<file path="src/verilog/lgb_pkg.sv">
// Constants shared by the luma gamma, brightness and clock-out block
package lgb_pkg;
  // Register offsets on the serial host register port
  localparam logic [5:0] ADDR_GAMMA_BASE = 6'h26;
  localparam logic [5:0] ADDR_GAMMA_LAST = 6'h33;
  localparam logic [5:0] ADDR_AVG_LUMA   = 6'h34;
  localparam logic [5:0] ADDR_OCR        = 6'h35;
  localparam int         GAMMA_REGS      = 14;
  localparam int         CURVE_POINTS    = 7;
  // Output clock register layout and reset value, and gamma point reset step
  localparam int         OCR_AUX_CLOCK_OUTPUT_PIN_BIT  = 1;
  localparam logic [7:0] OCR_RST         = 8'h70;
  localparam logic [7:0] GAMMA_STEP_RST  = 8'h20;
  // Gamma curve geometry
  localparam logic [7:0] LUMA_LO         = 8'h10;
  localparam logic [7:0] LUMA_HI         = 8'hF0;
  localparam logic [7:0] KNOT_FIRST      = 8'h20;
  localparam logic [7:0] KNOT_LAST       = 8'hE0;
  localparam int         EDGE_SHIFT      = 4;
  localparam int         MID_SHIFT       = 5;
  // Brightness accumulator sizes
  localparam int         SUM_W           = 26;
  localparam int         CNT_W           = 18;
  localparam int         DIV_STEP_W      = 5;
  // Pixel buffer
  localparam int         FIFO_DEPTH      = 8;
  localparam int         FIFO_WIDTH      = 9;
  // Clock rates
  localparam int         CLK_HZ          = 50_000_000;
  localparam int         AUX_CLK_HZ      = 54_000_000;
endpackage

</file>
<file path="src/verilog/lgb_fifo.sv">
// Small synchronous FIFO with valid/ready on both sides
`timescale 1ns/1ps
module lgb_fifo #(
  parameter int WIDTH = 9,
  parameter int DEPTH = 8
) (
  // Clock and reset
  input  wire logic             clk_in,
  input  wire logic             rst_n_in,
  // Fill side
  input  wire logic             in_valid_in,
  input  wire logic [WIDTH-1:0] in_data_in,
  output logic                  in_ready_out,
  // Drain side
  output logic                  out_valid_out,
  output logic [WIDTH-1:0]      out_data_out,
  input  wire logic             out_ready_in
);
  localparam int AW = $clog2(DEPTH);

  logic [WIDTH-1:0] mem_q [0:DEPTH-1];
  logic [AW-1:0]    wr_ptr_q;
  logic [AW-1:0]    rd_ptr_q;
  logic [AW:0]      count_q;
  logic [AW:0]      count_d;
  logic             push;
  logic             pop;

  assign push         = in_valid_in && in_ready_out;
  assign pop          = out_valid_out && out_ready_in;
  assign out_data_out = mem_q[rd_ptr_q];

  always_comb begin
    count_d = count_q;
    if (push && !pop) begin
      count_d = count_q + 1'b1;
    end else if (pop && !push) begin
      count_d = count_q - 1'b1;
    end
  end

  always_ff @(posedge clk_in) begin
    if (push) begin
      mem_q[wr_ptr_q] <= in_data_in;
    end
  end

  // Flags registered so both handshakes come straight from flops
  always_ff @(posedge clk_in) begin
    if (!rst_n_in) begin
      wr_ptr_q      <= '0;
      rd_ptr_q      <= '0;
      count_q       <= '0;
      in_ready_out  <= 1'b0;
      out_valid_out <= 1'b0;
    end else begin
      if (push) begin
        wr_ptr_q <= (wr_ptr_q == AW'(DEPTH - 1)) ? '0 : wr_ptr_q + 1'b1;
      end
      if (pop) begin
        rd_ptr_q <= (rd_ptr_q == AW'(DEPTH - 1)) ? '0 : rd_ptr_q + 1'b1;
      end
      count_q       <= count_d;
      in_ready_out  <= (count_d != (AW+1)'(DEPTH));
      out_valid_out <= (count_d != '0);
    end
  end
endmodule

</file>
<file path="src/verilog/lgb_luma_proc.sv">
// Luma gamma stage, field brightness monitor and aux clock gate control
`timescale 1ns/1ps
// How it works
// Fourteen writable byte registers hold curve points
// Gamma touches luma only; chroma passes unchanged
// Exactly one curve active, picked by select
// Codes 32..224 step 32 map to points
// Between points output is linearly interpolated
// Codes 0,16,240,255 map to themselves, fixed
// Host computes points as scaled power law
// Host keeps every point within 16..240
// Average luma register is read only
// Only active-area luma samples are averaged
// Average updates after each vsync falling edge
// Clock-out bit gates 54 MHz aux clock
// Gate only when PLL and oversampling on
// Host writes fixed ones and zeros there
// Interpolated output rounded, clamped to 16..240
module lgb_luma_proc
  import lgb_pkg::*;
#(
  parameter int DEPTH = FIFO_DEPTH
) (
  // Clock and reset
  input  wire logic       clk_in,
  input  wire logic       rst_n_in,
  // Register port from the serial host front end
  input  wire logic [5:0] reg_addr_in,
  input  wire logic [7:0] reg_wdata_in,
  input  wire logic       reg_wr_in,
  input  wire logic       reg_rd_in,
  output logic      [7:0] reg_rdata_out,
  // Pixel stream in
  input  wire logic       pix_valid_in,
  input  wire logic [7:0] pix_data_in,
  input  wire logic       pix_is_luma_in,
  input  wire logic       pix_active_in,
  output logic            pix_ready_out,
  // Pixel stream out
  output logic            out_valid_out,
  output logic      [7:0] out_data_out,
  output logic            out_is_luma_out,
  input  wire logic       out_ready_in,
  // Video timing pin
  input  wire logic       vsync_n_in,
  // Controls from the mode registers
  input  wire logic       curve_b_sel_in,
  input  wire logic       pll_disable_bit_in,
  input  wire logic       oversample_enable_bit_in,
  // Aux clock pad gate
  output logic            aux_clk_en_out
);
  logic [7:0]            gamma_q [0:GAMMA_REGS-1];
  logic [7:0]            pt [0:CURVE_POINTS-1];
  logic [7:0]            ocr_q;
  logic [7:0]            avg_q;
  logic                  head_valid;
  logic [FIFO_WIDTH-1:0] head;
  logic                  pop;
  logic                  acc_fire;
  logic                  vs_s1_q;
  logic                  vs_s2_q;
  logic                  vs_s3_q;
  logic                  vs_lvl_q;
  logic                  vs_fall;
  logic [SUM_W-1:0]      sum_q;
  logic [CNT_W-1:0]      cnt_q;
  logic [SUM_W-1:0]      div_dvd_q;
  logic [CNT_W-1:0]      div_dsr_q;
  logic [CNT_W-1:0]      div_rem_q;
  logic [CNT_W:0]        rem_sh;
  logic [DIV_STEP_W-1:0] div_step_q;
  logic                  div_busy_q;
  logic                  div_last;
  logic [7:0]            gx;
  logic [7:0]            gy;
  logic [7:0]            y0;
  logic [7:0]            y1;
  logic [7:0]            x0;
  logic [4:0]            off;
  logic [2:0]            idx;
  logic                  wide_seg;
  logic                  bypass;
  logic signed [8:0]     diff;
  logic signed [14:0]    prod;
  logic signed [14:0]    rnd;
  logic signed [9:0]     ysum;
  logic [7:0]            knot_exp;
  logic [7:0]            mid_exp;

  // Curve point registers and active-curve view
  for (genvar k = 0; k < GAMMA_REGS; k++) begin : g_gamma
    always_ff @(posedge clk_in) begin
      if (!rst_n_in) begin
        gamma_q[k] <= 8'((k % CURVE_POINTS + 1) * GAMMA_STEP_RST);
      end else if (reg_wr_in && reg_addr_in == 6'(ADDR_GAMMA_BASE + k)) begin
        gamma_q[k] <= reg_wdata_in;
      end
    end
    if (k < CURVE_POINTS) begin : g_pt
      assign pt[k] = curve_b_sel_in ? gamma_q[k + CURVE_POINTS] : gamma_q[k];
    end
  end

  // Output clock register; stored whole so reads return what was written
  always_ff @(posedge clk_in) begin
    if (!rst_n_in) begin
      ocr_q <= OCR_RST;
    end else if (reg_wr_in && reg_addr_in == ADDR_OCR) begin
      ocr_q <= reg_wdata_in;
    end
  end

  always_ff @(posedge clk_in) begin
    if (!rst_n_in) begin
      aux_clk_en_out <= 1'b0;
    end else begin
      aux_clk_en_out <= ocr_q[OCR_AUX_CLOCK_OUTPUT_PIN_BIT]
                        && !pll_disable_bit_in && oversample_enable_bit_in;
    end
  end

  // Read port; average register ignores writes
  always_ff @(posedge clk_in) begin
    if (!rst_n_in) begin
      reg_rdata_out <= 8'h00;
    end else if (reg_rd_in) begin
      if (reg_addr_in >= ADDR_GAMMA_BASE && reg_addr_in <= ADDR_GAMMA_LAST) begin
        reg_rdata_out <= gamma_q[4'(reg_addr_in - ADDR_GAMMA_BASE)];
      end else if (reg_addr_in == ADDR_AVG_LUMA) begin
        reg_rdata_out <= avg_q;
      end else if (reg_addr_in == ADDR_OCR) begin
        reg_rdata_out <= ocr_q;
      end else begin
        reg_rdata_out <= 8'h00;
      end
    end
  end

  // Pixel buffer; its ready is the upstream back-pressure
  lgb_fifo #(
    .WIDTH (FIFO_WIDTH),
    .DEPTH (DEPTH)
  ) u_fifo (
    .clk_in        (clk_in),
    .rst_n_in      (rst_n_in),
    .in_valid_in   (pix_valid_in),
    .in_data_in    ({pix_is_luma_in, pix_data_in}),
    .in_ready_out  (pix_ready_out),
    .out_valid_out (head_valid),
    .out_data_out  (head),
    .out_ready_in  (pop)
  );

  assign pop = head_valid && (!out_valid_out || out_ready_in);
  assign gx  = head[7:0];

  // Gamma transfer: piecewise linear over fixed and programmed knots
  always_comb begin
    bypass   = 1'b1;
    wide_seg = 1'b0;
    idx      = 3'h0;
    x0       = 8'h00;
    y0       = 8'h00;
    y1       = 8'h00;
    if (gx >= LUMA_LO && gx < KNOT_FIRST) begin
      bypass = 1'b0;
      x0     = LUMA_LO;
      y0     = LUMA_LO;
      y1     = pt[0];
    end else if (gx >= KNOT_FIRST && gx < KNOT_LAST) begin
      bypass   = 1'b0;
      wide_seg = 1'b1;
      idx      = 3'(gx[7:5] - 3'h1);
      x0       = {gx[7:5], 5'h00};
      y0       = pt[idx];
      y1       = pt[3'(idx + 3'h1)];
    end else if (gx >= KNOT_LAST && gx < LUMA_HI) begin
      bypass = 1'b0;
      x0     = KNOT_LAST;
      y0     = pt[CURVE_POINTS-1];
      y1     = LUMA_HI;
    end
    off  = 5'(gx - x0);
    diff = $signed({1'b0, y1}) - $signed({1'b0, y0});
    prod = diff * $signed({1'b0, off});
    // Round half up before the shift so ramps stay symmetric
    if (wide_seg) begin
      rnd = (prod + 15'sd16) >>> MID_SHIFT;
    end else begin
      rnd = (prod + 15'sd8) >>> EDGE_SHIFT;
    end
    ysum = $signed({2'b00, y0}) + $signed(rnd[9:0]);
    if (bypass) begin
      gy = gx;
    end else if (ysum < $signed({2'b00, LUMA_LO})) begin
      gy = LUMA_LO;
    end else if (ysum > $signed({2'b00, LUMA_HI})) begin
      gy = LUMA_HI;
    end else begin
      gy = ysum[7:0];
    end
  end

  // Output stage; chroma bypasses the curve
  always_ff @(posedge clk_in) begin
    if (!rst_n_in) begin
      out_valid_out   <= 1'b0;
      out_data_out    <= 8'h00;
      out_is_luma_out <= 1'b0;
    end else if (pop) begin
      out_valid_out   <= 1'b1;
      out_data_out    <= head[8] ? gy : gx;
      out_is_luma_out <= head[8];
    end else if (out_ready_in) begin
      out_valid_out <= 1'b0;
    end
  end

  assign knot_exp = pt[3'(gx[7:5] - 3'h1)];
  assign mid_exp  = 8'((9'(pt[0]) + 9'(pt[1]) + 9'h001) >> 1);

  // Vsync pin: three flops, a change counts once stages two and three agree
  always_ff @(posedge clk_in) begin
    if (!rst_n_in) begin
      vs_s1_q  <= 1'b1;
      vs_s2_q  <= 1'b1;
      vs_s3_q  <= 1'b1;
      vs_lvl_q <= 1'b1;
    end else begin
      vs_s1_q <= vsync_n_in;
      vs_s2_q <= vs_s1_q;
      vs_s3_q <= vs_s2_q;
      if (vs_s2_q == vs_s3_q) begin
        vs_lvl_q <= vs_s3_q;
      end
    end
  end

  assign vs_fall  = vs_lvl_q && vs_s2_q == vs_s3_q && !vs_s3_q;
  // Counted at acceptance, so buffered pixels land in the field they arrived in
  assign acc_fire = pix_valid_in && pix_ready_out && pix_is_luma_in && pix_active_in;

  // Field accumulators; a sample on the edge cycle opens the new field
  always_ff @(posedge clk_in) begin
    if (!rst_n_in) begin
      sum_q <= '0;
      cnt_q <= '0;
    end else if (vs_fall) begin
      sum_q <= acc_fire ? SUM_W'(pix_data_in) : '0;
      cnt_q <= acc_fire ? CNT_W'(1) : '0;
    end else if (acc_fire) begin
      sum_q <= sum_q + SUM_W'(pix_data_in);
      cnt_q <= cnt_q + 1'b1;
    end
  end

  // Restoring divider: one quotient bit per cycle after each field edge
  assign rem_sh   = {div_rem_q, div_dvd_q[SUM_W-1]};
  assign div_last = div_step_q == DIV_STEP_W'(SUM_W - 1);

  always_ff @(posedge clk_in) begin
    if (!rst_n_in) begin
      div_busy_q <= 1'b0;
      div_step_q <= '0;
      div_dvd_q  <= '0;
      div_dsr_q  <= '0;
      div_rem_q  <= '0;
    end else if (vs_fall) begin
      div_busy_q <= 1'b1;
      div_step_q <= '0;
      div_dvd_q  <= sum_q;
      div_dsr_q  <= cnt_q;
      div_rem_q  <= '0;
    end else if (div_busy_q) begin
      div_step_q <= div_step_q + 1'b1;
      div_busy_q <= !div_last;
      if (rem_sh >= {1'b0, div_dsr_q}) begin
        div_rem_q <= CNT_W'(rem_sh - {1'b0, div_dsr_q});
        div_dvd_q <= {div_dvd_q[SUM_W-2:0], 1'b1};
      end else begin
        div_rem_q <= rem_sh[CNT_W-1:0];
        div_dvd_q <= {div_dvd_q[SUM_W-2:0], 1'b0};
      end
    end
  end

  // Field with no active luma reports zero rather than a divide fault
  always_ff @(posedge clk_in) begin
    if (!rst_n_in) begin
      avg_q <= 8'h00;
    end else if (div_busy_q && div_last && !vs_fall) begin
      if (div_dsr_q == '0) begin
        avg_q <= 8'h00;
      end else if (|div_dvd_q[SUM_W-2:7]) begin
        avg_q <= 8'hFF;
      end else begin
        avg_q <= {div_dvd_q[6:0], rem_sh >= {1'b0, div_dsr_q}};
      end
    end
  end
endmodule

</file>
<file path="config.mk">
export PLATFORM = sky130hd
export DESIGN_NAME = lgb_luma_proc
export DESIGN_NICKNAME = d
export VERILOG_FILES = /design/src/verilog/lgb_pkg.sv /design/src/verilog/lgb_fifo.sv /design/src/verilog/lgb_luma_proc.sv
export SDC_FILE = /design/constraint.sdc
export NUM_CORES = 1
export LEC_CHECK = 0
export BUFFER_PORTS_ARGS = -buffer_cell sky130_fd_sc_hd__buf_4
export CAP_MARGIN = 20
export CORE_ASPECT_RATIO = 0.7
export CORE_MARGIN = 2
export CORE_UTILIZATION = 50
export DETAILED_ROUTE_END_ITERATION = 8
export PLACE_DENSITY = 0.72
export SLEW_MARGIN = 10
export SYNTH_ARGS = -nofsm -noshare
export SYNTH_HDL_FRONTEND = slang
export SYNTH_SLANG_ARGS = --single-unit
</file>
<file path="constraint.sdc">
create_clock -name clk_in -period 18.2 [get_ports clk_in]
set_clock_uncertainty 0.15 [all_clocks]
set_input_delay 0 -clock clk_in [delete_from_list [all_inputs] [get_ports clk_in]]
set_output_delay 0 -clock clk_in [all_outputs]
set_load 0.02 [all_outputs]
</file>
==> results by group <==
STA
  • Final Cycle Share: 0.6933
  • Slew margin rel.: 0.2515
  • Final hold vios: 0
  • Final min period: between 10000 and 15000 ps
  • Slew @ Worst Pin: 1119 ps
  • Setup violators final: 0
  • RSZ-0062 raised after global routing: false
  • Fmax: approximately 0.08 GHz
  • Slew Limit Fails: 0
  • Final setup TNS: 0 ps

Worst setup path
  • CP Class: flop to flop
  • Crit path top cell by count: ha_1
  • Crit path required time: roughly 19000 ps
  • Endpoint class of the critical path: flop
  • CP max FO: 45
  • Slowest cell on the critical path: dfxtp_1
  • Crit path to: out_data_out[6]
  • Setup crit start kind: flop
  • R2r worst-path depth: 44
  • Crit path largest cell delay: around 950 ps
  • R2R Setup Slk: about 5600 ps
  • RR Endpoint: out_data_out[6]
  • CP arrival: between 10000 and 15000 ps

Logic synthesis
  • Post-synth top flop: edfxtp_1
  • Post-synthesis register bit count: 350
  • Synth Net Count: 2172
  • Syn Inst Count: about 2000
  • Asr flop ratio synth: 0
  • Post-synth EDFFs: approximately 180
  • Mapped cell area: approximately 21000 µm²
  • Register area share after synthesis: 0.4244
  • Synth warn: 0
  • Netlist cell types: 76
  • Syn_area_per_cell: ~10 µm²

Clocking
  • CTS buffer count: 36
  • Clock transition at the registers of the reported paths: around 60 ps
  • Post-CTS setup buffer count: 0
  • H-tree levels: 2
  • Worst-Skew Late Latency: 550 ps
  • Max Buffers Root-to-Sink: 3
  • CTS tree: yes
  • Clk sink count: 350
  • Root Driver: clkbuf_16

Floorplan
  • Rows: just over 60
  • Die H: around 170 µm
  • Core box area: between 40000 and 50000 µm²
  • Io pins: 54
  • Full die area: 43370 µm²
  • Initial Utilization: 0.5080
  • Die Width: approximately 250 µm

GRT
  • Total congestion overflow: 0
  • Initial antenna violation count: 1
  • Pin count of the biggest net entering global routing: 84
  • Vias in the first global route: approximately 16000
  • Total track usage: 0.2577
  • First-pass GRT wire length: about 87 mm

Cells and area
  • ANT cells: 0
  • P&R area growth vs syn: 11.88%
  • Commonest non-fill, non-tap cell in the layout: nor2_1
  • Most frequent cells in the layout: nor2_1 (206), edfxtp_1 (184), nand2_1 (177)
  • Nets: 2221
  • Share of cells above drive strength 1: 0.1331

Status
  • Status: completed

Drt
  • Vias per Instance: approximately 6.0
  • Drt total wl: around 55 mm
  • Router iterations before antenna repair: 5
  • DRT antenna net count: 0
  • # DRC: 0
  • Initial drt markers: about 1600
  • Metal2 WL: about 24 mm
  • Met3 WL post-DR: roughly 4.6 mm
  • DRT met1 WL: between 20 and 25 mm
  • Avg WL per Cell: 20.66 µm
  • Vias: 15900
  • Top routing layer used: met4

Placed design
  • Gpl congestion: 0.8974
  • Port Buf Inserts: 53
  • Post-DP HPWL: 39.36 mm

Min path
  • Hold Path Class: input pin to flop

Job
  • Max_cap viols: 0
per-layer routing:
metal	up-vias	track usage
met2	625	0.3919
li1	7428	-
met3	90	0.04807
met5	-	0
met4	0	0.06737
met1	7761	0.3785
critical path: cells and delay by family, from the launching register on:
family,cells,cell delay (ps)
mux,3,1050
buf+inv,5,990
simple gates,10,1740
xor+xnor,5,1710
flops,1,950
fa+ha+maj,7,2850
compound gates,14,3010
how the worst min path moves through the flow:
stage                        start  depth (start not counted)  slack (ps)                 end
floorplan           pix_data_in[0]                          0         -50  u_fifo.mem_q[0][0]
finish              reg_addr_in[2]                          4          40       gamma_q[1][6]
detailed placement      vsync_n_in                          2          40             vs_s1_q
CTS                 reg_addr_in[2]                          4          20       gamma_q[1][6]
global placement        vsync_n_in                          2          40             vs_s1_q
global route        reg_addr_in[2]                          4          70       gamma_q[1][6]
metrics by stage:
step                      instance area, µm²    util  std cells  setup WS (ps)  hold WS (ps)
final                                  23320  0.5684       2647           5582         40.41
after global routing                   23320  0.5684       2647           4496         67.75
after CTS                              23300  0.5677       2643           5487         15.97
after detailed placement               21750  0.5300       2543           5562         35.54
after global placement                 21750  0.5300       2543           6034         39.55
after floorplan                        20850       -       2026           7121        -51.13
cells in the mapped netlist, types with 5 or more instances:
master	instances	area [µm²]
a211oi_1	46	345.3
a21boi_0	7	52.55
a21o_1	25	187.7
a21oi_1	83	415.4
a221oi_1	8	70.07
a22oi_1	13	97.59
a31oi_1	8	50.05
a32oi_1	5	43.79
and2_1	96	600.6
and3_1	13	81.33
buf_1	10	37.54
buf_2	5	25.02
clkbuf_1	90	337.8
dfxtp_1	166	3323
edfxtp_1	184	5525
fa_1	32	640.6
ha_1	80	1001
inv_1	103	386.6
mux2_2	24	270.3
mux2i_1	100	1001
mux4_2	77	1734
nand2_1	177	664.4
nand2b_1	13	81.33
nand3_1	46	230.2
nand3b_1	6	45.04
nand4_1	14	87.58
nor2_1	206	773.2
nor2b_1	13	81.33
nor3_1	24	120.1
nor4_1	14	87.58
o211ai_1	23	172.7
o21a_1	7	52.55
o21ai_0	103	515.5
o21ai_1	7	35.03
o311ai_0	10	87.58
or2_2	14	87.58
or3_1	31	193.9
xnor2_1	41	359.1
xor2_1	40	350.3
cells by family (layout without fill, tap and decap cells):
group | Yosys count | count (layout) | synth area share
flip-flops | 350 | 350 | 0.4244
AND/OR/NAND/NOR | 686 | 686 | 0.1586
buffers and inverters | 212 | 289 | 0.03901
AO/OA/AOI/OAI | 378 | 378 | 0.1158
multiplexers | 207 | 207 | 0.1494
adder cells (fa/ha/maj) | 112 | 112 | 0.07874
XOR/XNOR | 81 | 81 | 0.03403
what timing repair did:
action | CTS | global route
hold buffers | 34 | 0
resized for setup | 0 | 0
endpoints found under the hold margin | 234 | 0
layout make-up:
cell class,count,area (µm²)
clock buffer,52,1022
clock inverter,14,185.2
fill,3432,17710
inverter,105,394.1
multi-input combinational,1464,11220
sequential,350,8850
tap,544,680.7
timing repair buffer,118,968.4
sequential cells by signal, indices dropped and copies added, names as in the netlist, 3 cells and up, named ones only:
register	count
u_fifo.wr_ptr_q	3
out_data_out	8
ocr_q	8
u_fifo.rd_ptr_q	3
avg_q	8
sum_q	26
div_dsr_q	18
div_dvd_q	26
u_fifo.mem_q	72
reg_rdata_out	8
div_step_q	5
div_rem_q	18
gamma_q	112
cnt_q	18
u_fifo.count_q	4
Power is not shown: default switching activity piles up to over one toggle a cycle in this logic, so the estimate is an artifact.
